--- config.mk ---
export PLATFORM = sky130hd
export DESIGN_NAME = rxalc_top
export DESIGN_NICKNAME = d
export VERILOG_FILES = /design/src/rxalc_pkg.sv /design/src/rxalc_loop_det.sv /design/src/rxalc_top.sv
export SDC_FILE = /design/constraint.sdc
export NUM_CORES = 1
export LEC_CHECK = 0
export ABC_AREA = 1
export BUFFER_PORTS_ARGS = -buffer_cell sky130_fd_sc_hd__buf_4
export CORE_ASPECT_RATIO = 0.7
export CORE_UTILIZATION = 54
export CTS_CLUSTER_DIAMETER = 40
export CTS_CLUSTER_SIZE = 12
export DETAILED_ROUTE_END_ITERATION = 10
export GPL_ROUTABILITY_DRIVEN = 1
export HOLD_SLACK_MARGIN = 0.08
export PLACE_DENSITY = 0.79
export SLEW_MARGIN = 20
export SYNTH_ARGS = -nofsm -noshare
export SYNTH_HDL_FRONTEND = slang
export SYNTH_SLANG_ARGS = --single-unit
--- constraint.sdc ---
create_clock -name clk_sys -period 1.7 [get_ports clk_sys]
set_clock_uncertainty 0.2 [all_clocks]
set_input_delay 0.255 -clock clk_sys [delete_from_list [all_inputs] [get_ports clk_sys]]
set_output_delay 0.255 -clock clk_sys [all_outputs]
set_load 0.03 [all_outputs]
--- src/rxalc_pkg.sv ---
package rxalc_pkg;

  // ==========================================================
  // register offsets
  localparam logic [7:0] ADDR_LOOP_ACT    = 8'h43;
  localparam logic [7:0] ADDR_LOOP_DEACT  = 8'h44;
  localparam logic [7:0] ADDR_RX_ALARM    = 8'h45;
  localparam logic [7:0] ADDR_LATCH       = 8'h46;
  localparam logic [7:0] ADDR_COUNT_FIRST = 8'h50;
  localparam logic [7:0] ADDR_COUNT_LAST  = 8'h57;

  // ==========================================================
  // field positions
  localparam int RX_ALARM_CONFIG_FRAME_BIT_INCL = 5;
  localparam int RX_ALARM_CONFIG_EXZ_IN_LCV     = 4;
  localparam int RX_ALARM_CONFIG_YELLOW_INTEGRATION_ENABLE      = 3;
  localparam int RX_ALARM_CONFIG_LOF_INTEG      = 2;
  localparam int RX_ALARM_CONFIG_FORCE_ONES     = 0;
  localparam int LATCH_FREEZE        = 3;
  localparam int LATCH_COUNTERS      = 2;
  localparam int LATCH_ERRORS        = 1;
  localparam int LATCH_ALARMS        = 0;

  // ==========================================================
  // write masks and reset values
  localparam logic [7:0] PATTERN_MASK   = 8'hfe;
  localparam logic [7:0] RX_ALARM_CONFIG_MASK      = 8'h3d;
  localparam logic [7:0] LATCH_MASK     = 8'h0f;
  localparam logic [7:0] LOOP_ACT_RST   = 8'h00;
  localparam logic [7:0] LOOP_DEACT_RST = 8'h00;
  localparam logic [7:0] RX_ALARM_CONFIG_RST       = 8'h00;
  localparam logic [7:0] LATCH_RST      = 8'h00;

  // ==========================================================
  // timing
  localparam int CLK_HZ            = 25000000;
  localparam int LOOP_PERIOD_MS    = 24;
  localparam int LOOP_PERIOD_CYC   = CLK_HZ / 1000 * LOOP_PERIOD_MS;
  localparam int ONE_SECOND_CYC    = CLK_HZ;
  localparam int LOF_INTEG_MIN_MS  = 2000;
  localparam int LOF_INTEG_MAX_MS  = 2500;
  localparam int LOF_INTEG_CYC     = CLK_HZ / 1000 * LOF_INTEG_MIN_MS;
  localparam int TIMER_W           = 26;

  // ==========================================================
  // thresholds
  localparam logic [6:0] LOOP_DETECT_ERR = 7'h3f;
  localparam logic [6:0] LOOP_DROP_ERR   = 7'h40;
  localparam logic [4:0] EXZ_RUN_SHORT   = 5'h08;
  localparam logic [4:0] EXZ_RUN_LONG    = 5'h10;
  localparam logic [2:0] CODE_LEN_BASE   = 3'h3;

endpackage

--- src/rxalc_loop_det.sv ---
`timescale 1ns/10ps
`default_nettype none
module rxalc_loop_det (
  // clock
  input  wire logic       clk_sys,
  input  wire logic       resetn,
  input  wire logic       clk_en,
  // receive stream
  input  wire logic       bit_valid,
  input  wire logic       bit_in,
  input  wire logic       bit_is_fbit,
  // code setup
  input  wire logic [6:0] pattern,
  input  wire logic [1:0] code_len,
  input  wire logic       period_end,
  // result
  output logic            detected
);

  logic [2:0] pos_q;
  logic [2:0] pos_d;
  logic [6:0] err_q;
  logic [6:0] err_d;
  logic       det_d;
  logic       slip_q;
  logic       slip_d;

  // ==========================================================
  // pattern compare
  wire [2:0] last_pos = {1'b0, code_len} + rxalc_pkg::CODE_LEN_BASE;
  wire [2:0] pidx     = 3'h6 - pos_q;
  wire       expected = pattern[pidx];
  wire       step     = bit_valid & ~bit_is_fbit;
  wire       bit_err  = step & (bit_in != expected);
  wire       err_sat  = &err_q;
  wire       misalign = ~detected & (err_q >= rxalc_pkg::LOOP_DROP_ERR);

  assign pos_d  = (step & ~slip_q) ?
                  ((pos_q == last_pos) ? 3'h0 : pos_q + 3'h1) : pos_q;
  // slip one bit after a bad period to hunt the code phase
  assign slip_d = period_end ? misalign : (slip_q & ~step);
  assign err_d  = period_end ? {6'h00, bit_err} :
                  ((bit_err & ~err_sat) ? err_q + 7'h01 : err_q);
  assign det_d  = ~period_end ? detected :
                  (err_q < rxalc_pkg::LOOP_DETECT_ERR) ? 1'b1 :
                  (err_q >= rxalc_pkg::LOOP_DROP_ERR) ? 1'b0 : detected;

  always_ff @(posedge clk_sys) begin
    if (!resetn) begin
      pos_q    <= 3'h0;
      err_q    <= 7'h00;
      slip_q   <= 1'b0;
      detected <= 1'b0;
    end else if (clk_en) begin
      pos_q    <= pos_d;
      err_q    <= err_d;
      slip_q   <= slip_d;
      detected <= det_d;
    end
  end
endmodule
`default_nettype wire

--- src/rxalc_top.sv ---
`timescale 1ns/10ps
`default_nettype none
module rxalc_top #(
  parameter int LOOP_PERIOD_CYCLES = rxalc_pkg::LOOP_PERIOD_CYC,
  parameter int ONE_SECOND_CYCLES  = rxalc_pkg::ONE_SECOND_CYC,
  parameter int LOF_INTEG_CYCLES   = rxalc_pkg::LOF_INTEG_CYC
) (
  // clock and reset
  input  wire logic       clk_sys,
  input  wire logic       resetn,
  input  wire logic       clk_en,
  // host register port
  input  wire logic [7:0] host_addr,
  input  wire logic [7:0] host_wdata,
  input  wire logic       host_wr,
  input  wire logic       host_rd,
  output logic      [7:0] host_rdata,
  // framer modes
  input  wire logic       e1_mode,
  input  wire logic       japanese_yellow_mode,
  input  wire logic       rx_zero_substitution_select,
  input  wire logic [1:0] activate_code_length,
  input  wire logic [1:0] deactivate_code_length,
  // receive data
  input  wire logic       rx_bit_valid,
  input  wire logic       rx_bit,
  input  wire logic       rx_fbit,
  input  wire logic       rx_pcm_data,
  output logic            rx_pcm_output,
  // loopback code detection
  output logic            loop_activate_detected,
  output logic            loop_deactivate_detected,
  // error events in
  input  wire logic       fas_bit_error,
  input  wire logic       fs_bit_error,
  input  wire logic       fs_in_frame12,
  input  wire logic       bipolar_violation,
  input  wire logic       pattern_bit_error,
  input  wire logic       alarm_event,
  // counter increments out
  output logic            frame_error_inc,
  output logic            frame_loss_crit_error,
  output logic            line_violation_inc,
  output logic            excess_zeros_event,
  output logic            pattern_error_inc,
  output logic            alarm_event_inc,
  // alarms in
  input  wire logic       rx_frame_loss_raw,
  input  wire logic       rx_signal_loss,
  input  wire logic       rx_all_ones_alarm,
  input  wire logic       rx_frame_yellow_rt,
  input  wire logic       rx_frame_yellow_int,
  input  wire logic       rx_multiframe_yellow_rt,
  input  wire logic       rx_multiframe_yellow_int,
  // alarms out
  output logic            rx_frame_yellow,
  output logic            rx_multiframe_yellow,
  output logic            rx_frame_loss,
  output logic            framer_status_frame_loss,
  // counter latch control
  output logic            one_second_tick,
  output logic            count_latch_strobe,
  output logic            error_count_hold,
  output logic            error_second_latch,
  output logic            alarm_second_latch,
  output logic            count_low_read,
  output logic            count_high_read,
  output logic      [1:0] count_read_pair
);

  localparam int TW = rxalc_pkg::TIMER_W;

  logic [7:0]    loop_act_q;
  logic [7:0]    loop_deact_q;
  logic [7:0]    rx_alarm_config_q;
  logic [7:0]    latch_q;
  logic [TW-1:0] sec_cnt_q;
  logic [TW-1:0] per_cnt_q;
  logic [TW-1:0] lof_cnt_q;
  logic          lof_integ_q;
  logic [4:0]    zero_run_q;
  logic          loop_period_q;
  logic          act_det;
  logic          deact_det;

  // ==========================================================
  // register decode
  wire sel_act    = host_addr == rxalc_pkg::ADDR_LOOP_ACT;
  wire sel_deact  = host_addr == rxalc_pkg::ADDR_LOOP_DEACT;
  wire sel_rx_alarm_config   = host_addr == rxalc_pkg::ADDR_RX_ALARM;
  wire sel_latch  = host_addr == rxalc_pkg::ADDR_LATCH;
  wire sel_count  = (host_addr >= rxalc_pkg::ADDR_COUNT_FIRST) &&
                    (host_addr <= rxalc_pkg::ADDR_COUNT_LAST);
  wire wr_ok      = clk_en & host_wr;

  wire [7:0] rd_mux = sel_act   ? loop_act_q   :
                      sel_deact ? loop_deact_q :
                      sel_rx_alarm_config  ? rx_alarm_config_q       :
                      sel_latch ? latch_q      : 8'h00;

  // ==========================================================
  // configuration fields
  wire frame_bit_inclusion            = rx_alarm_config_q[rxalc_pkg::RX_ALARM_CONFIG_FRAME_BIT_INCL];
  wire excess_zero_in_violation_count = rx_alarm_config_q[rxalc_pkg::RX_ALARM_CONFIG_EXZ_IN_LCV];
  wire yellow_integration_enable      = rx_alarm_config_q[rxalc_pkg::RX_ALARM_CONFIG_YELLOW_INTEGRATION_ENABLE];
  wire frame_loss_integration_enable  = rx_alarm_config_q[rxalc_pkg::RX_ALARM_CONFIG_LOF_INTEG];
  wire rx_pcm_force_ones              = rx_alarm_config_q[rxalc_pkg::RX_ALARM_CONFIG_FORCE_ONES];
  wire freeze_counts_on_alarm         = latch_q[rxalc_pkg::LATCH_FREEZE];
  wire counter_second_latch           = latch_q[rxalc_pkg::LATCH_COUNTERS];

  // ==========================================================
  // timers
  wire tick_d   = sec_cnt_q == TW'(ONE_SECOND_CYCLES - 1);
  wire period_d = per_cnt_q == TW'(LOOP_PERIOD_CYCLES - 1);
  wire [TW-1:0] sec_cnt_d = tick_d   ? '0 : sec_cnt_q + TW'(1);
  wire [TW-1:0] per_cnt_d = period_d ? '0 : per_cnt_q + TW'(1);

  // ==========================================================
  // frame error qualification
  wire fs_counted  = fs_bit_error &
                     ~(japanese_yellow_mode & fs_in_frame12);
  wire frame_err_d = fas_bit_error |
                     (frame_bit_inclusion & fs_counted);

  // ==========================================================
  // excess zeros
  wire [4:0] exz_limit  = rx_zero_substitution_select ?
                          rxalc_pkg::EXZ_RUN_SHORT :
                          rxalc_pkg::EXZ_RUN_LONG;
  wire       zero_bit   = rx_bit_valid & ~rx_bit;
  wire [4:0] run_next   = (&zero_run_q) ? zero_run_q : zero_run_q + 5'h01;
  wire [4:0] zero_run_d = ~rx_bit_valid ? zero_run_q :
                          zero_bit ? run_next : 5'h00;
  wire       exz_d      = zero_bit & (run_next == exz_limit) &
                          (zero_run_q != exz_limit);

  // ==========================================================
  // counter freezing and latching
  wire hold_d  = freeze_counts_on_alarm &
                 (rx_frame_loss_raw | rx_signal_loss |
                  rx_all_ones_alarm);
  wire lcv_d   = (bipolar_violation |
                  (excess_zero_in_violation_count & exz_d)) &
                 ~hold_d;
  wire latch_eff  = counter_second_latch | e1_mode;
  wire strobe_d   = tick_d & latch_eff;
  wire cnt_rd     = clk_en & host_rd & sel_count & ~latch_eff;
  wire low_rd_d   = cnt_rd & ~host_addr[0];
  wire high_rd_d  = cnt_rd & host_addr[0];

  // ==========================================================
  // frame loss integration, T1 only
  wire lof_differs = rx_frame_loss_raw != lof_integ_q;
  wire lof_flip    = lof_differs &
                     (lof_cnt_q == TW'(LOF_INTEG_CYCLES - 1));
  wire [TW-1:0] lof_cnt_d = (lof_differs & ~lof_flip) ?
                            lof_cnt_q + TW'(1) : '0;
  wire lof_integ_d = lof_flip ? rx_frame_loss_raw : lof_integ_q;
  wire lof_out_d   = (frame_loss_integration_enable & ~e1_mode) ?
                     lof_integ_q : rx_frame_loss_raw;

  // ==========================================================
  // alarm report selection
  wire rx_frame_yellow_d  = yellow_integration_enable ?
                 rx_frame_yellow_int : rx_frame_yellow_rt;
  wire rx_multiframe_yellow_d = yellow_integration_enable ?
                 rx_multiframe_yellow_int :
                 rx_multiframe_yellow_rt;
  wire pcm_d   = rx_pcm_force_ones | rx_pcm_data;

  // ==========================================================
  // registers
  always_ff @(posedge clk_sys) begin
    if (!resetn) begin
      loop_act_q   <= rxalc_pkg::LOOP_ACT_RST;
      loop_deact_q <= rxalc_pkg::LOOP_DEACT_RST;
      rx_alarm_config_q       <= rxalc_pkg::RX_ALARM_CONFIG_RST;
      latch_q      <= rxalc_pkg::LATCH_RST;
    end else if (wr_ok) begin
      if (sel_act) begin
        loop_act_q <= host_wdata & rxalc_pkg::PATTERN_MASK;
      end
      if (sel_deact) begin
        loop_deact_q <= host_wdata & rxalc_pkg::PATTERN_MASK;
      end
      // bit 1 has no function and is stored as zero
      if (sel_rx_alarm_config) begin
        rx_alarm_config_q <= host_wdata & rxalc_pkg::RX_ALARM_CONFIG_MASK;
      end
      if (sel_latch) begin
        latch_q <= host_wdata & rxalc_pkg::LATCH_MASK;
      end
    end
  end

  always_ff @(posedge clk_sys) begin
    if (!resetn) begin
      host_rdata <= 8'h00;
    end else if (clk_en && host_rd) begin
      host_rdata <= rd_mux;
    end
  end

  always_ff @(posedge clk_sys) begin
    if (!resetn) begin
      sec_cnt_q     <= '0;
      per_cnt_q     <= '0;
      lof_cnt_q     <= '0;
      lof_integ_q   <= 1'b0;
      zero_run_q    <= 5'h00;
      loop_period_q <= 1'b0;
    end else if (clk_en) begin
      sec_cnt_q     <= sec_cnt_d;
      per_cnt_q     <= per_cnt_d;
      lof_cnt_q     <= lof_cnt_d;
      lof_integ_q   <= lof_integ_d;
      zero_run_q    <= zero_run_d;
      loop_period_q <= period_d;
    end
  end

  always_ff @(posedge clk_sys) begin
    if (!resetn) begin
      rx_pcm_output            <= 1'b0;
      frame_error_inc          <= 1'b0;
      frame_loss_crit_error    <= 1'b0;
      line_violation_inc       <= 1'b0;
      excess_zeros_event       <= 1'b0;
      pattern_error_inc        <= 1'b0;
      alarm_event_inc          <= 1'b0;
    end else if (clk_en) begin
      rx_pcm_output            <= pcm_d;
      frame_error_inc          <= frame_err_d & ~hold_d;
      frame_loss_crit_error    <= frame_err_d;
      line_violation_inc       <= lcv_d;
      excess_zeros_event       <= exz_d;
      pattern_error_inc        <= pattern_bit_error;
      alarm_event_inc          <= alarm_event;
    end
  end

  always_ff @(posedge clk_sys) begin
    if (!resetn) begin
      rx_frame_yellow          <= 1'b0;
      rx_multiframe_yellow     <= 1'b0;
      rx_frame_loss            <= 1'b0;
      framer_status_frame_loss <= 1'b0;
      one_second_tick          <= 1'b0;
      count_latch_strobe       <= 1'b0;
      error_count_hold         <= 1'b0;
      error_second_latch       <= 1'b0;
      alarm_second_latch       <= 1'b0;
      count_low_read           <= 1'b0;
      count_high_read          <= 1'b0;
      count_read_pair          <= 2'h0;
    end else if (clk_en) begin
      rx_frame_yellow          <= rx_frame_yellow_d;
      rx_multiframe_yellow     <= rx_multiframe_yellow_d;
      rx_frame_loss            <= lof_out_d;
      framer_status_frame_loss <= rx_frame_loss_raw;
      one_second_tick          <= tick_d;
      count_latch_strobe       <= strobe_d;
      error_count_hold         <= hold_d;
      error_second_latch       <= latch_q[rxalc_pkg::LATCH_ERRORS];
      alarm_second_latch       <= latch_q[rxalc_pkg::LATCH_ALARMS];
      count_low_read           <= low_rd_d;
      count_high_read          <= high_rd_d;
      count_read_pair          <= host_addr[2:1];
    end
  end

  // ==========================================================
  // loopback code detectors
  rxalc_loop_det u_activate (
    .clk_sys     (clk_sys),
    .resetn      (resetn),
    .clk_en      (clk_en),
    .bit_valid   (rx_bit_valid),
    .bit_in      (rx_bit),
    .bit_is_fbit (rx_fbit),
    .pattern     (loop_act_q[7:1]),
    .code_len    (activate_code_length),
    .period_end  (loop_period_q),
    .detected    (act_det)
  );

  rxalc_loop_det u_deactivate (
    .clk_sys     (clk_sys),
    .resetn      (resetn),
    .clk_en      (clk_en),
    .bit_valid   (rx_bit_valid),
    .bit_in      (rx_bit),
    .bit_is_fbit (rx_fbit),
    .pattern     (loop_deact_q[7:1]),
    .code_len    (deactivate_code_length),
    .period_end  (loop_period_q),
    .detected    (deact_det)
  );

  assign loop_activate_detected   = act_det;
  assign loop_deactivate_detected = deact_det;
endmodule
`default_nettype wire

==> results of run 1 <==
synthesized netlist by cell type (3+ instances only):
cell type | number | area [um2]
o21bai_1 | 3 | 22.5
nand2_2 | 3 | 18.8
inv_1 | 142 | 533
nor2_1 | 159 | 597
nor2_4 | 3 | 33.8
clkbuf_1 | 12 | 45.0
nor3_1 | 38 | 190
xnor2_1 | 9 | 78.8
nor2_2 | 3 | 18.8
nor3b_1 | 5 | 37.5
nand3b_1 | 3 | 22.5
inv_2 | 5 | 18.8
o211ai_1 | 6 | 45.0
or2_2 | 7 | 43.8
o211a_1 | 3 | 30.0
nand3_1 | 72 | 360
o21ai_0 | 61 | 305
nand2_1 | 253 | 950
nand4_1 | 30 | 188
buf_1 | 4 | 15.0
ha_1 | 11 | 138
a211oi_1 | 3 | 22.5
xor2_1 | 23 | 201
nor4_1 | 14 | 87.6
dfxtp_1 | 160 | 3200
a21oi_1 | 95 | 475
buf_2 | 8 | 40.0
through the flow:
step / hold WS (ns) / setup WS, ns / utilization / std cells
after floorplan: 0.180 / -0.0109 / - / 1163
after global placement: 0.241 / -0.204 / 0.706 / 1572
after detailed placement: 0.246 / -0.217 / 0.706 / 1572
after CTS: 0.0939 / -0.238 / 0.837 / 1661
cells by family after synthesis:
kind of cell | after synthesis
AND/OR/NAND/NOR | 600
adder cells (fa/ha/maj) | 11
XOR/XNOR | 32
flip-flops | 160
buffers and inverters | 177
AO/OA/AOI/OAI | 183
metal layers:
layer	GRT usage	GRT overflow
met2	0.891	0
met5	0.413	0
met1	0.791	0
met3	0.717	1
met4	0.717	2
repair_timing:
item / CTS
endpoints found under the setup margin: 88
pin swaps: 77
hold endpoints to repair: 54
buffers inserted: 20
gates cloned: 5
hold buffers: 35
resized for setup: 188
==> impl_results.md, run 1 <==
- Outcome: aborted with a tool error
- Stopped at: 5_1_grt
- Error: [ERROR GRT-0232] Routing congestion too high. Check the congestion heatmap in the GUI.
- Largest family of logic cells by synthesized area: simple AND/OR/NAND/NOR gates
- Synth Area in XOR/XNOR: 0.0351
- H-tree depth: 4
- Mux cell area share after synthesis: 0
- WEP type: sequential cell input
- Synthesis Warnings: 0
- Global router's overall resource usage: 0.783
- Worst_ep grt: per_cnt_q[12]$_SDFFE_PN0P_/D
- Global placement routability congestion: 0.928
- Buffer levels on the longest clock path: 2
- Fraction of the mapped netlist area in adder cells: 0.0172
- Die W: roughly 150 um
- Compound-Gate Fraction of Synth Area: 0.125
- Ys flop type: dfxtp_1
- Mapped Nets: roughly 1200
- Simple-Gate Fraction of Synth Area: 0.332
- Row count: 36
- Sink Count: 160
- Dpl cell area: ~10000 um2
- Syn Inst Count: roughly 1200
- Post-synth EDFFs: 0
- Antenna violations before repair: 5
- Distinct cells, synth: 47
- Synth Cell Area: around 8000 um2
- Synth async-reset ratio: 0
- Syn_area_per_cell: 6.87 um2
- Chip height: 104 um
- Dpl hpwl: between 15 and 20 mm
- Sequential-to-total area share from yosys stat: 0.401
- Initial core utilization: 0.563
- Port buffer count: 74
- Largest net degree at the start of global routing: 26
- Inserted Clock Buffers: 17
- Total congestion overflow: 3
- IO Count: 75
- Clk root buf: clkbuf_16
- FF+latch count, synth: 160
==> inputs of run 2 (changes only) <==
Settings changed: CORE_ASPECT_RATIO 0.7 to default, CORE_UTILIZATION 54 to 40, CTS_CLUSTER_DIAMETER 40 to default, CTS_CLUSTER_SIZE 12 to default, HOLD_SLACK_MARGIN 0.08 to default, PLACE_DENSITY 0.79 to default, PLACE_DENSITY_LB_ADDON from default to 0.15.
Clock period 1.7 ns to 2.2 ns, I/O delays scaled along.
==> impl_results.md, run 2 <==
- Critical path, cell by cell: dlygate4sd3_1 > buf_4 > or2_2 > nor2_1 > nand2_1 > inv_1 > nand2_2 > o21ai_0 > a21oi_1
- Final min period: just over 2 ns
- Mapped Nets: 1219 (unchanged)
- Combinational power share: 0.073
- Internal power: 4.90 mW
- Layout area overhead: 20.3%
- CP Class: in2reg
- Detailed Route WL: 20.3 mm
- Worst r2r dst: u_deactivate.err_q[0]
- Die ar.: between 20000 and 25000 um2
- R2r worst-path depth: 10
- CP Capture Type: flip-flop
- CP max FO: 13
- Drt pass-1 iters: 5
- Placeable core area: 19500 um2
- Slew Limit Fails: 0
- Most common cell after layout, fill and taps aside: nand2_1
- Reg2reg start: u_deactivate.pos_q[1]
- Global router's overall resource usage: 0.208
- Distinct cells, synth: 47 (unchanged)
- Sink Count: 160 (unchanged)
- Per-cell routed wire length: between 10 and 15 um
- VDD IR max: between 500 and 600 uV
- Peak Freq: just under 500 MHz
- Worst Hold Path EP: rx_alarm_config_q[5]
- FF+latch count, synth: 160 (unchanged)
- Sequential-to-total area share from yosys stat: 0.401 (unchanged)
- Critical Path Source Type: input port
- Worst Path Required: between 2 and 2.5 ns
- Top cells by area, synth: dfxtp_1, nand2_1, nor2_1, inv_1, a21oi_1
- Total congestion overflow: 0
- Via count: 7515
- Least-Margin Pin Slew: between 0.4 and 0.5 ns
- 1st-iter DRT viols: roughly 440
- Initial core utilization: 0.409 (-0.154)
- Post-synth EDFFs: 0 (unchanged)
- Vias per cell: roughly 4.9
- Max incr delay on CP: around 0.55 ns
- Final hold violation count: 0
- Crit path from: host_addr[2]
- Worst-path clk slew: about 0.060 ns
- Worst Path Buf+Inv: 3
- HP Start: host_wdata[5]
- Dpl hpwl: 14.9 mm (-8.4%)
- Crit path DAT: 2.13 ns
- Clk pwr share: 0.463
- Clk root buf: clkbuf_16
- Port buffer count: 74 (unchanged)
- Synthesis Warnings: 0 (unchanged)
- Hold Path Cell Cnt: 3
- H-tree depth: 4 (unchanged)
- Filler cell count: ~2000
- Commonest cells in the netlist: nand2_1, dfxtp_1, nor2_1
- Share of power burned in registers: 0.465
- Place WS: 0.133 ns (+0.350 ns)
- Syn_area_per_cell: 6.87 um2 (unchanged)
- Hold/Removal Path Class: in2reg
- Largest net degree at the start of global routing: 36
- Chip height: 143 um (+38%)
- Synth async-reset ratio: 0 (unchanged)
- Final WS setup: about 0.17 ns
- First-pass GRT wire length: about 34 mm
- Final setup violation count: 0
- Dpl cell area: 8880 um2 (-11%)
- Net switching power of the design: 1.48 mW
- Sw Share: 0.232
- DRC viols: 0
- Final Net Count: 1313
- Cell taking the most area after synthesis: dfxtp_1
- Relative slew slack: 0.705
- Commonest non-fill, non-tap cells in the layout: nand2_1, dfxtp_1, nor2_1, inv_1, a21oi_1
- Number of max-cap violations: 0
- IO Count: 75 (unchanged)
- Inserted Clock Buffers: 17 (unchanged)
- Ys flop type: dfxtp_1
- Antenna viol nets, final: 0
- Power Dens Cells: about 660 nW/um2
- Register-to-register setup slack: roughly 0.20 ns
- Share of cells above drive strength 1: 0.128
- Antenna fix cells: 0
- Outcome: finished, final reports clean
- Critical path's slowest cell: dlygate4sd3_1
- CTS tree: done
- Vias in the first global route: slightly above 7000
- Clock insertion delay at the later pin of the skew report: ~0.43 ns
- Leakage: 3.88 nW
- Row count: 51 (+42%)
- Fin crit share: 0.921
- Unrepaired setup endpoints after global routing: yes
- Syn Inst Count: 1163 (unchanged)
- Die W: 143 um (-2.8%)
- Most frequent cell after synthesis: nand2_1
- Antenna violations before repair: 0
- Setup TNS: 0 ns
- Global placement routability congestion: 0.873 (-6.0%)
- Post-route cell area: 9610 um2
- Top Registers: lof_cnt_q: 26 flops, per_cnt_q: 26 flops, sec_cnt_q: 26 flops
- Delay-heaviest family, CP: buffers and inverters
- Buffer levels on the longest clock path: 2 (unchanged)
- Hold Slack: between 0.01 and 0.015 ns
- Synth Cell Area: 7990 um2 (unchanged)
- Synth top area share: 0.401 (unchanged)
[run 2: cell counts after synthesis]
No cell type changed its count.
[run 2: per-layer routing]
metal,global-route usage,wire length [um]
met4,0.0700,356
met5,0,0
met2,0.322,8850
met1,0.289,10100
met3,0.0400,1010
[run 2: cell families (layout without fill, tap and decap cells)]
kind of cell	count (synthesis)	count (layout)	share of synthesized area
and+or+nand+nor	600	600	0.332
xor gates and xnor gates	32	32	0.0351
AOI/OAI and AO/OA	183	183	0.125
DFF	160	160	0.401
buffers and inverters	177	284	0.0898
adders and majority gates	11	11	0.0172
[run 2: how the worst max path moves through the flow]
stage	cells past startpoint	end
final	9	loop_act_q[1]
after global routing	9	per_cnt_q[20]
after CTS	9	loop_act_q[4]
after detailed placement	10	u_deactivate.err_q[0]
after global placement	10	u_deactivate.err_q[0]
after floorplan	11	u_deactivate.err_q[0]
[run 2: power by group through the flow]
stage	logic (mW)	clock network (mW)	registers, mW
floorplan	0.209	0	3.07
finish	0.463	2.95	2.96
detailed placement	0.450	0	3.03
CTS	0.465	3.03	2.96
global route	0.514	3.14	2.97
global placement	0.448	0	3.03
[run 2: cell type report]
class / instances / area, um2 / share of cell area
clock buffer: 21 / 480 / 0.0500
clock inverter: 11 / 111 / 0.0116
timing repair buffer: 104 / 843 / 0.0878
multi-input combinational: 826 / 4080 / 0.425
inverter: 148 / 557 / 0.0580
tap: 265 / 332 / 0.0345
sequential: 160 / 3200 / 0.333
[run 2: repair_timing]
item	CTS	global route
hold buffers	10	0
hold endpoints to repair	11	0
buffers inserted	0	2
setup endpoints to repair	0	20
resized for setup	0	6
[run 2: stage by stage]
stage                     std cells  power [mW]   util
after detailed placement       1491        3.48  0.455
after CTS                      1533        6.45  0.490
after global routing           1535        6.62  0.492
final                          1535        6.38  0.492
after floorplan                1163        3.28      -
after global placement         1491        3.47  0.455
[run 2: worst register-to-register path: stages, from the launching register on]
cell,delay (ns)
dfxtp_1,0.33
ha_1,0.34
inv_1,0.07
nand3_1,0.08
nand3_1,0.14
nand3_1,0.17
nand3_2,0.18
nand2_2,0.18
inv_1,0.05
nor2_1,0.09
nor2_1,0.05
(Power assumes the default switching activity.)
==> inputs of run 3 (changes only) <==
Clock period 2.2 ns to 2.5 ns, I/O delays scaled along.
==> impl_results.md, run 3 (synthesis gave the netlist of run 2 again) <==
- Worst Path Required: 2.61 ns (+0.30 ns)
- R2r worst-path depth: 11 (+1)
- Critical path, cell by cell: ha_1 > inv_1 > nand3_1 > nand3_1 > nand2_1 > nand2_1 > nand3_2 > nand2_1 > inv_1 > nor2_1 > nor2_1
- Row count: 51 (unchanged)
- Hold Path Cell Cnt: 3 (unchanged)
- Global routing met1 resource utilization: 0.280 (-0.00859)
- Commonest non-fill, non-tap cells in the layout: nand2_1, dfxtp_1, nor2_1, inv_1, a21oi_1
- Crit. path cell count: 11 (+2)
- Most common cell after layout, fill and taps aside: nand2_1
- Antenna fix cells: 0 (unchanged)
- Buffer levels on the longest clock path: 2 (unchanged)
- Layout area overhead: 18.4%
- Relative slew slack: 0.716 (+0.0109)
- Critical path's slowest cell: dfxtp_1
- Per-cell routed wire length: 13.1 um (-1.1%)
- Port buffer count: 74 (unchanged)
- Antenna violations before repair: 0 (unchanged)
- 1st-iter DRT viols: 456 (+4.3%)
- CP Class: reg2reg
- Final setup violation count: 0 (unchanged)
- Peak Freq: 458 MHz
- Die ar.: 20500 um2 (unchanged)
- Setup TNS: 0 ns (unchanged)
- Final Net Count: 1295 (-1.4%)
- DRC viols: 0 (unchanged)
- Largest net degree at the start of global routing: 49 (+36%)
- Delay-heaviest family, CP: simple AND/OR/NAND/NOR gates
- CTS tree: done
- Initial core utilization: 0.409 (unchanged)
- Outcome: finished, final reports clean
- H-tree depth: 4 (unchanged)
- Global router's overall resource usage: 0.202 (-0.00627)
- Final hold violation count: 0 (unchanged)
- Fin cells: 1516 (-1.2%)
- Clk root buf: clkbuf_16
- CP most frequent cell: nand2_1
- IO Count: 75 (unchanged)
- Drt pass-1 iters: 5 (unchanged)
- Gr busiest metal: met2
- Filler cell count: 2012 (+0.90%)
- Sink Count: 160 (unchanged)
- Crit path DAT: 2.30 ns (+0.17 ns)
- Least-Margin Pin Slew: 0.422 ns (-0.0186 ns)
- Via count: 7548 (+0.44%)
- CP Capture Type: flip-flop
- Unrepaired setup endpoints after global routing: no
- GR Layer Usage met3: 0.0370 (-0.00300)
- Total congestion overflow: 0 (unchanged)
- CP max FO: 7 (-6)
- Chip height: 143 um (unchanged)
- Slew Limit Fails: 0 (unchanged)
- Final min period: between 2 and 2.5 ns
- Final Util: 0.484 (-0.00775)
- Detailed Route WL: 19.9 mm (-2.3%)
- Fin crit share: 0.872
- Power Dens Cells: 614 nW/um2 (-7.5%)
- Max incr delay on CP: 0.47 ns (-0.08 ns)
- First-pass GRT wire length: 32.8 mm (-3.2%)
- Number of max-cap violations: 0 (unchanged)
- Leakage: 3.81 nW (-2.0%)
- Vias in the first global route: 6840 (-2.9%)
- Vias per cell: 4.98 (+1.7%)
- Hold/Removal Path Class: in2reg
- Top Registers: lof_cnt_q: 26 flops, per_cnt_q: 26 flops, sec_cnt_q: 26 flops
- Worst Path Buf+Inv: 2 (-1)
- VDD IR max: 453 uV (-17%)
- Placeable core area: 19500 um2 (unchanged)
- Clock insertion delay at the later pin of the skew report: 0.43 ns (about the same)
- Post-CTS setup buffer count: 0 (unchanged)
- Worst-path clk slew: 0.06 ns (about the same)
- Global placement routability congestion: 0.878 (+0.52%)
- Post-Place Cells: 1482 (-0.60%)
- Share of cells above drive strength 1: 0.115 (-0.0125)
- Critical Path Source Type: flip-flop
- Die W: 143 um (unchanged)
- Antenna viol nets, final: 0 (unchanged)
- Dpl hpwl: 14.6 mm (-2.1%)
- Place WS: 0.354 ns (+0.220 ns)
- M2 GR Usage: 0.319 (-0.00334)
- Inserted Clock Buffers: 17 (unchanged)
- Final WS setup: 0.319 ns (+0.144 ns)
==> run 3: metal layers <==
layer	vias to the layer above	share of wire	wire, um
li1	3952	-	-
met1	3412	0.51	10100
met2	165	0.44	8700
met3	19	0.044	875
met4	0	0.011	211
met5	-	0	0
==> run 3: layout make-up <==
type | count | area, um2 | area share
sequential | 160 | 3200 | 0.339
inverter | 148 | 557 | 0.0589
tap | 265 | 332 | 0.0351
timing repair buffer | 86 | 666 | 0.0704
clock buffer | 19 | 443 | 0.0468
multi-input combinational | 826 | 4070 | 0.430
clock inverter | 12 | 190 | 0.0201
==> run 3: final timing paths <==
path | start | endpoint | slack, ns
max | u_deactivate.pos_q[0] | u_deactivate.err_q[0] | 0.32
min | host_addr[2] | count_read_pair[1] | 0.02
max reg2reg | u_deactivate.pos_q[0] | u_deactivate.err_q[0] | 0.32
min reg2reg | per_cnt_q[25] | per_cnt_q[25] | 0.26
==> run 3: where the power goes <==
part,total [mW],internal (mW),switching [mW],leakage (nW)
registers,2.61,2.58,0.0255,1.29
logic,0.380,0.145,0.236,2.20
clock network,2.82,1.78,1.03,0.308
==> run 3: worst register-to-register path, delay by kind of cell, from the launching register on <==
kind / cells / cell delay, ns
buffers and inverters: 2 / 0.14
AND/OR/NAND/NOR: 8 / 0.94
adder cells (fa/ha/maj): 1 / 0.32
flip-flops: 1 / 0.47
==> run 3: through the flow <==
stage	hold slack (ns)	cell area, um2	total power [mW]
after CTS	0.0176	9460	5.86
after global routing	0.0231	9460	6.02
final	0.0203	9460	5.81
after global placement	0.247	8790	3.04
after detailed placement	0.248	8790	3.04
after floorplan	0.223	7990	2.89
==> run 3: timing repair <==
action / 4_1_cts / 5_1_grt
hold buffers: 3 / 0
endpoints found under the hold margin: 3 / 0
resized for setup: 0 / 0
==> inputs of run 4 (changes only) <==
Settings changed: RECOVER_POWER from default to 100.
==> impl_results.md, run 4 (synthesis gave the netlist of run 2 again) <==
- Delay-heaviest family, CP: simple AND/OR/NAND/NOR gates
- Per-cell routed wire length: 13.1 um (about the same)
- Placeable core area: 19500 um2 (unchanged)
- Antenna viol nets, final: 0 (unchanged)
- Final Util: 0.476 (-0.00807)
- Detailed Route WL: 19.9 mm (about the same)
- Peak Freq: 457 MHz (-0.25%)
- Dpl hpwl: 14.6 mm (unchanged)
- M2 GR Usage: 0.319 (unchanged)
- Clk root buf: clkbuf_16
- Top Registers: lof_cnt_q: 26 flops, per_cnt_q: 26 flops, sec_cnt_q: 26 flops
- Hold Slack: 0.0225 ns (+0.00222 ns)
- Sw Share: 0.223 (about the same)
- Final Net Count: 1295 (unchanged)
- Place WS: 0.354 ns (unchanged)
- Initial core utilization: 0.409 (unchanged)
- Leakage: 3.66 nW (-3.8%)
- Clock insertion delay at the later pin of the skew report: 0.43 ns (about the same)
- CP Capture Type: flip-flop
- Drt pass-1 iters: 5 (unchanged)
- Final min period: 2.19 ns (+0.00547 ns)
- Internal power: 4.49 mW (-0.48%)
- Post-CTS setup buffer count: 0 (unchanged)
- Register-to-register setup slack: 0.31 ns (about the same)
- Least-Margin Pin Slew: 1.25 ns (+0.832 ns)
- Vias per cell: 4.98 (about the same)
- 1st-iter DRT viols: 531 (+16%)
- Global routing met1 resource utilization: 0.280 (unchanged)
- Commonest non-fill, non-tap cells in the layout: nand2_1, nor2_1, dfxtp_1, inv_1, a21oi_1
- DRC viols: 0 (unchanged)
- Vias in the first global route: 6840 (unchanged)
- Port buffer count: 74 (unchanged)
- Row count: 51 (unchanged)
- Die ar.: 20500 um2 (unchanged)
- Largest net degree at the start of global routing: 49 (unchanged)
- Via count: 7553 (+0.066%)
- Post-route cell area: 9300 um2 (-1.7%)
- Relative slew slack: 0.164 (-0.552)
- VDD IR max: 450 uV (-0.54%)
- Hold/Removal Path Class: in2reg
- Layout area overhead: 16.4%
- Critical path's slowest cell: dfxtp_1
- Crit path DAT: 2.30 ns (about the same)
- Power Dens Cells: 622 nW/um2 (+1.2%)
- Die W: 143 um (unchanged)
- Most common cell after layout, fill and taps aside: nand2_1
- Slew Limit Fails: 0 (unchanged)
- CP max FO: 7 (unchanged)
- Worst-path clk slew: 0.06 ns (about the same)
- Unrepaired setup endpoints after global routing: no
- Final WS setup: 0.313 ns (-0.00546 ns)
- Chip height: 143 um (unchanged)
- Final setup violation count: 0 (unchanged)
- Worst Path Buf+Inv: 1 (-1)
- First-pass GRT wire length: 32.8 mm (unchanged)
- H-tree depth: 4 (unchanged)
- Net switching power of the design: 1.29 mW (-0.37%)
- Setup TNS: 0 ns (unchanged)
- Number of max-cap violations: 0 (unchanged)
- Worst Path Required: 2.61 ns (about the same)
- Total congestion overflow: 0 (unchanged)
- Sink Count: 160 (unchanged)
- Clk pwr share: 0.487 (+0.002)
- Final hold violation count: 0 (unchanged)
- Combinational power share: 0.062 (-0.003)
- Gr busiest metal: met2
- Antenna fix cells: 0 (unchanged)
- Dpl cell area: 8790 um2 (unchanged)
- Max incr delay on CP: 0.47 ns (about the same)
- Inserted Clock Buffers: 17 (unchanged)
- CP Class: reg2reg
- Global placement routability congestion: 0.878 (unchanged)
- Buffer levels on the longest clock path: 2 (unchanged)
- Outcome: finished, final reports clean
- Critical path, cell by cell: ha_1 > inv_1 > nand3_1 > nand3_1 > nand3_1 > nand3_2 > nand2_1 > o21ai_0 > nor2_1
- Global router's overall resource usage: 0.202 (unchanged)
- CTS tree: done
- Critical Path Source Type: flip-flop
- CP most frequent cell: nand3_1
- Share of cells above drive strength 1: 0.0799 (-0.0352)
- IO Count: 75 (unchanged)
- Antenna violations before repair: 0 (unchanged)
- GR Layer Usage met3: 0.0370 (unchanged)
- Fin crit share: 0.875 (+0.00219)
- Share of power burned in registers: 0.451 (+0.002)
run 4: changes by cell type in the layout (fill, tap and decap cells not counted), moves of 2 or more:
| cell | previous run | this run |
|---|---|---|
| buf_4 | 82 | 45 |
| clkbuf_1 | 1 | 37 |
| inv_2 | 5 | 3 |
| nor2_2 | 3 | 0 |
| nor2_1 | 159 | 162 |
| inv_1 | 142 | 144 |
run 4: repair_timing:
| action | 4_1_cts | 5_1_grt |
|---|---|---|
| endpoints found under the setup margin | 0 | 0 |
| gates resized for setup | 0 | 0 |
| hold buffers | 3 | 0 |
| hold endpoints to repair | 3 | 0 |
run 4: worst paths after layout:
| kind | depth (start not counted) | end | from |
|---|---|---|---|
| worst min-delay path | 3 | count_read_pair[1] | host_addr[2] |
| worst max-delay path | 9 | u_deactivate.err_q[0] | u_deactivate.pos_q[0] |
| worst min register to register | 1 | per_cnt_q[25] | per_cnt_q[25] |
| worst max register to register | 9 | u_deactivate.err_q[0] | u_deactivate.pos_q[0] |
run 4: power groups by stage:
| stage | sequential, mW | clock (mW) | combinational, mW |
|---|---|---|---|
| finish | 2.61 | 2.81 | 0.358 |
| global route | 2.61 | 2.98 | 0.398 |
| CTS | 2.61 | 2.87 | 0.383 |
| detailed placement | 2.67 | 0 | 0.377 |
| global placement | 2.67 | 0 | 0.376 |
| floorplan | 2.70 | 0 | 0.184 |
run 4: metal layers:
metal	vias up	share of wire
met1	3420	0.51
met3	15	0.043
met5	-	0
li1	3957	-
met4	0	0.011
met2	161	0.44
run 4: area by class of cell:
cell class	instances	area [um2]
clock buffers	19	443
clock inverters	12	190
fillers	2066	10200
inverters	148	557
multi-input cells	826	4050
flip-flops and latches	160	3200
well taps	265	332
repair buffers	86	528
run 4: worst reg2reg max path: stages (launching register included):
cell and delay [ns]:
dfxtp_1 0.47, ha_1 0.32, inv_1 0.08, nand3_1 0.07, nand3_1 0.12, nand3_1 0.16, nand3_2 0.19, nand2_1 0.19
o21ai_0 0.22, nor2_1 0.05
run 4: per-stage QoR:
stage / power [mW] / std cells
after floorplan: 2.89 / 1163
after global placement: 3.04 / 1482
after detailed placement: 3.04 / 1482
after CTS: 5.86 / 1516
after global routing: 5.99 / 1516
final: 5.78 / 1516
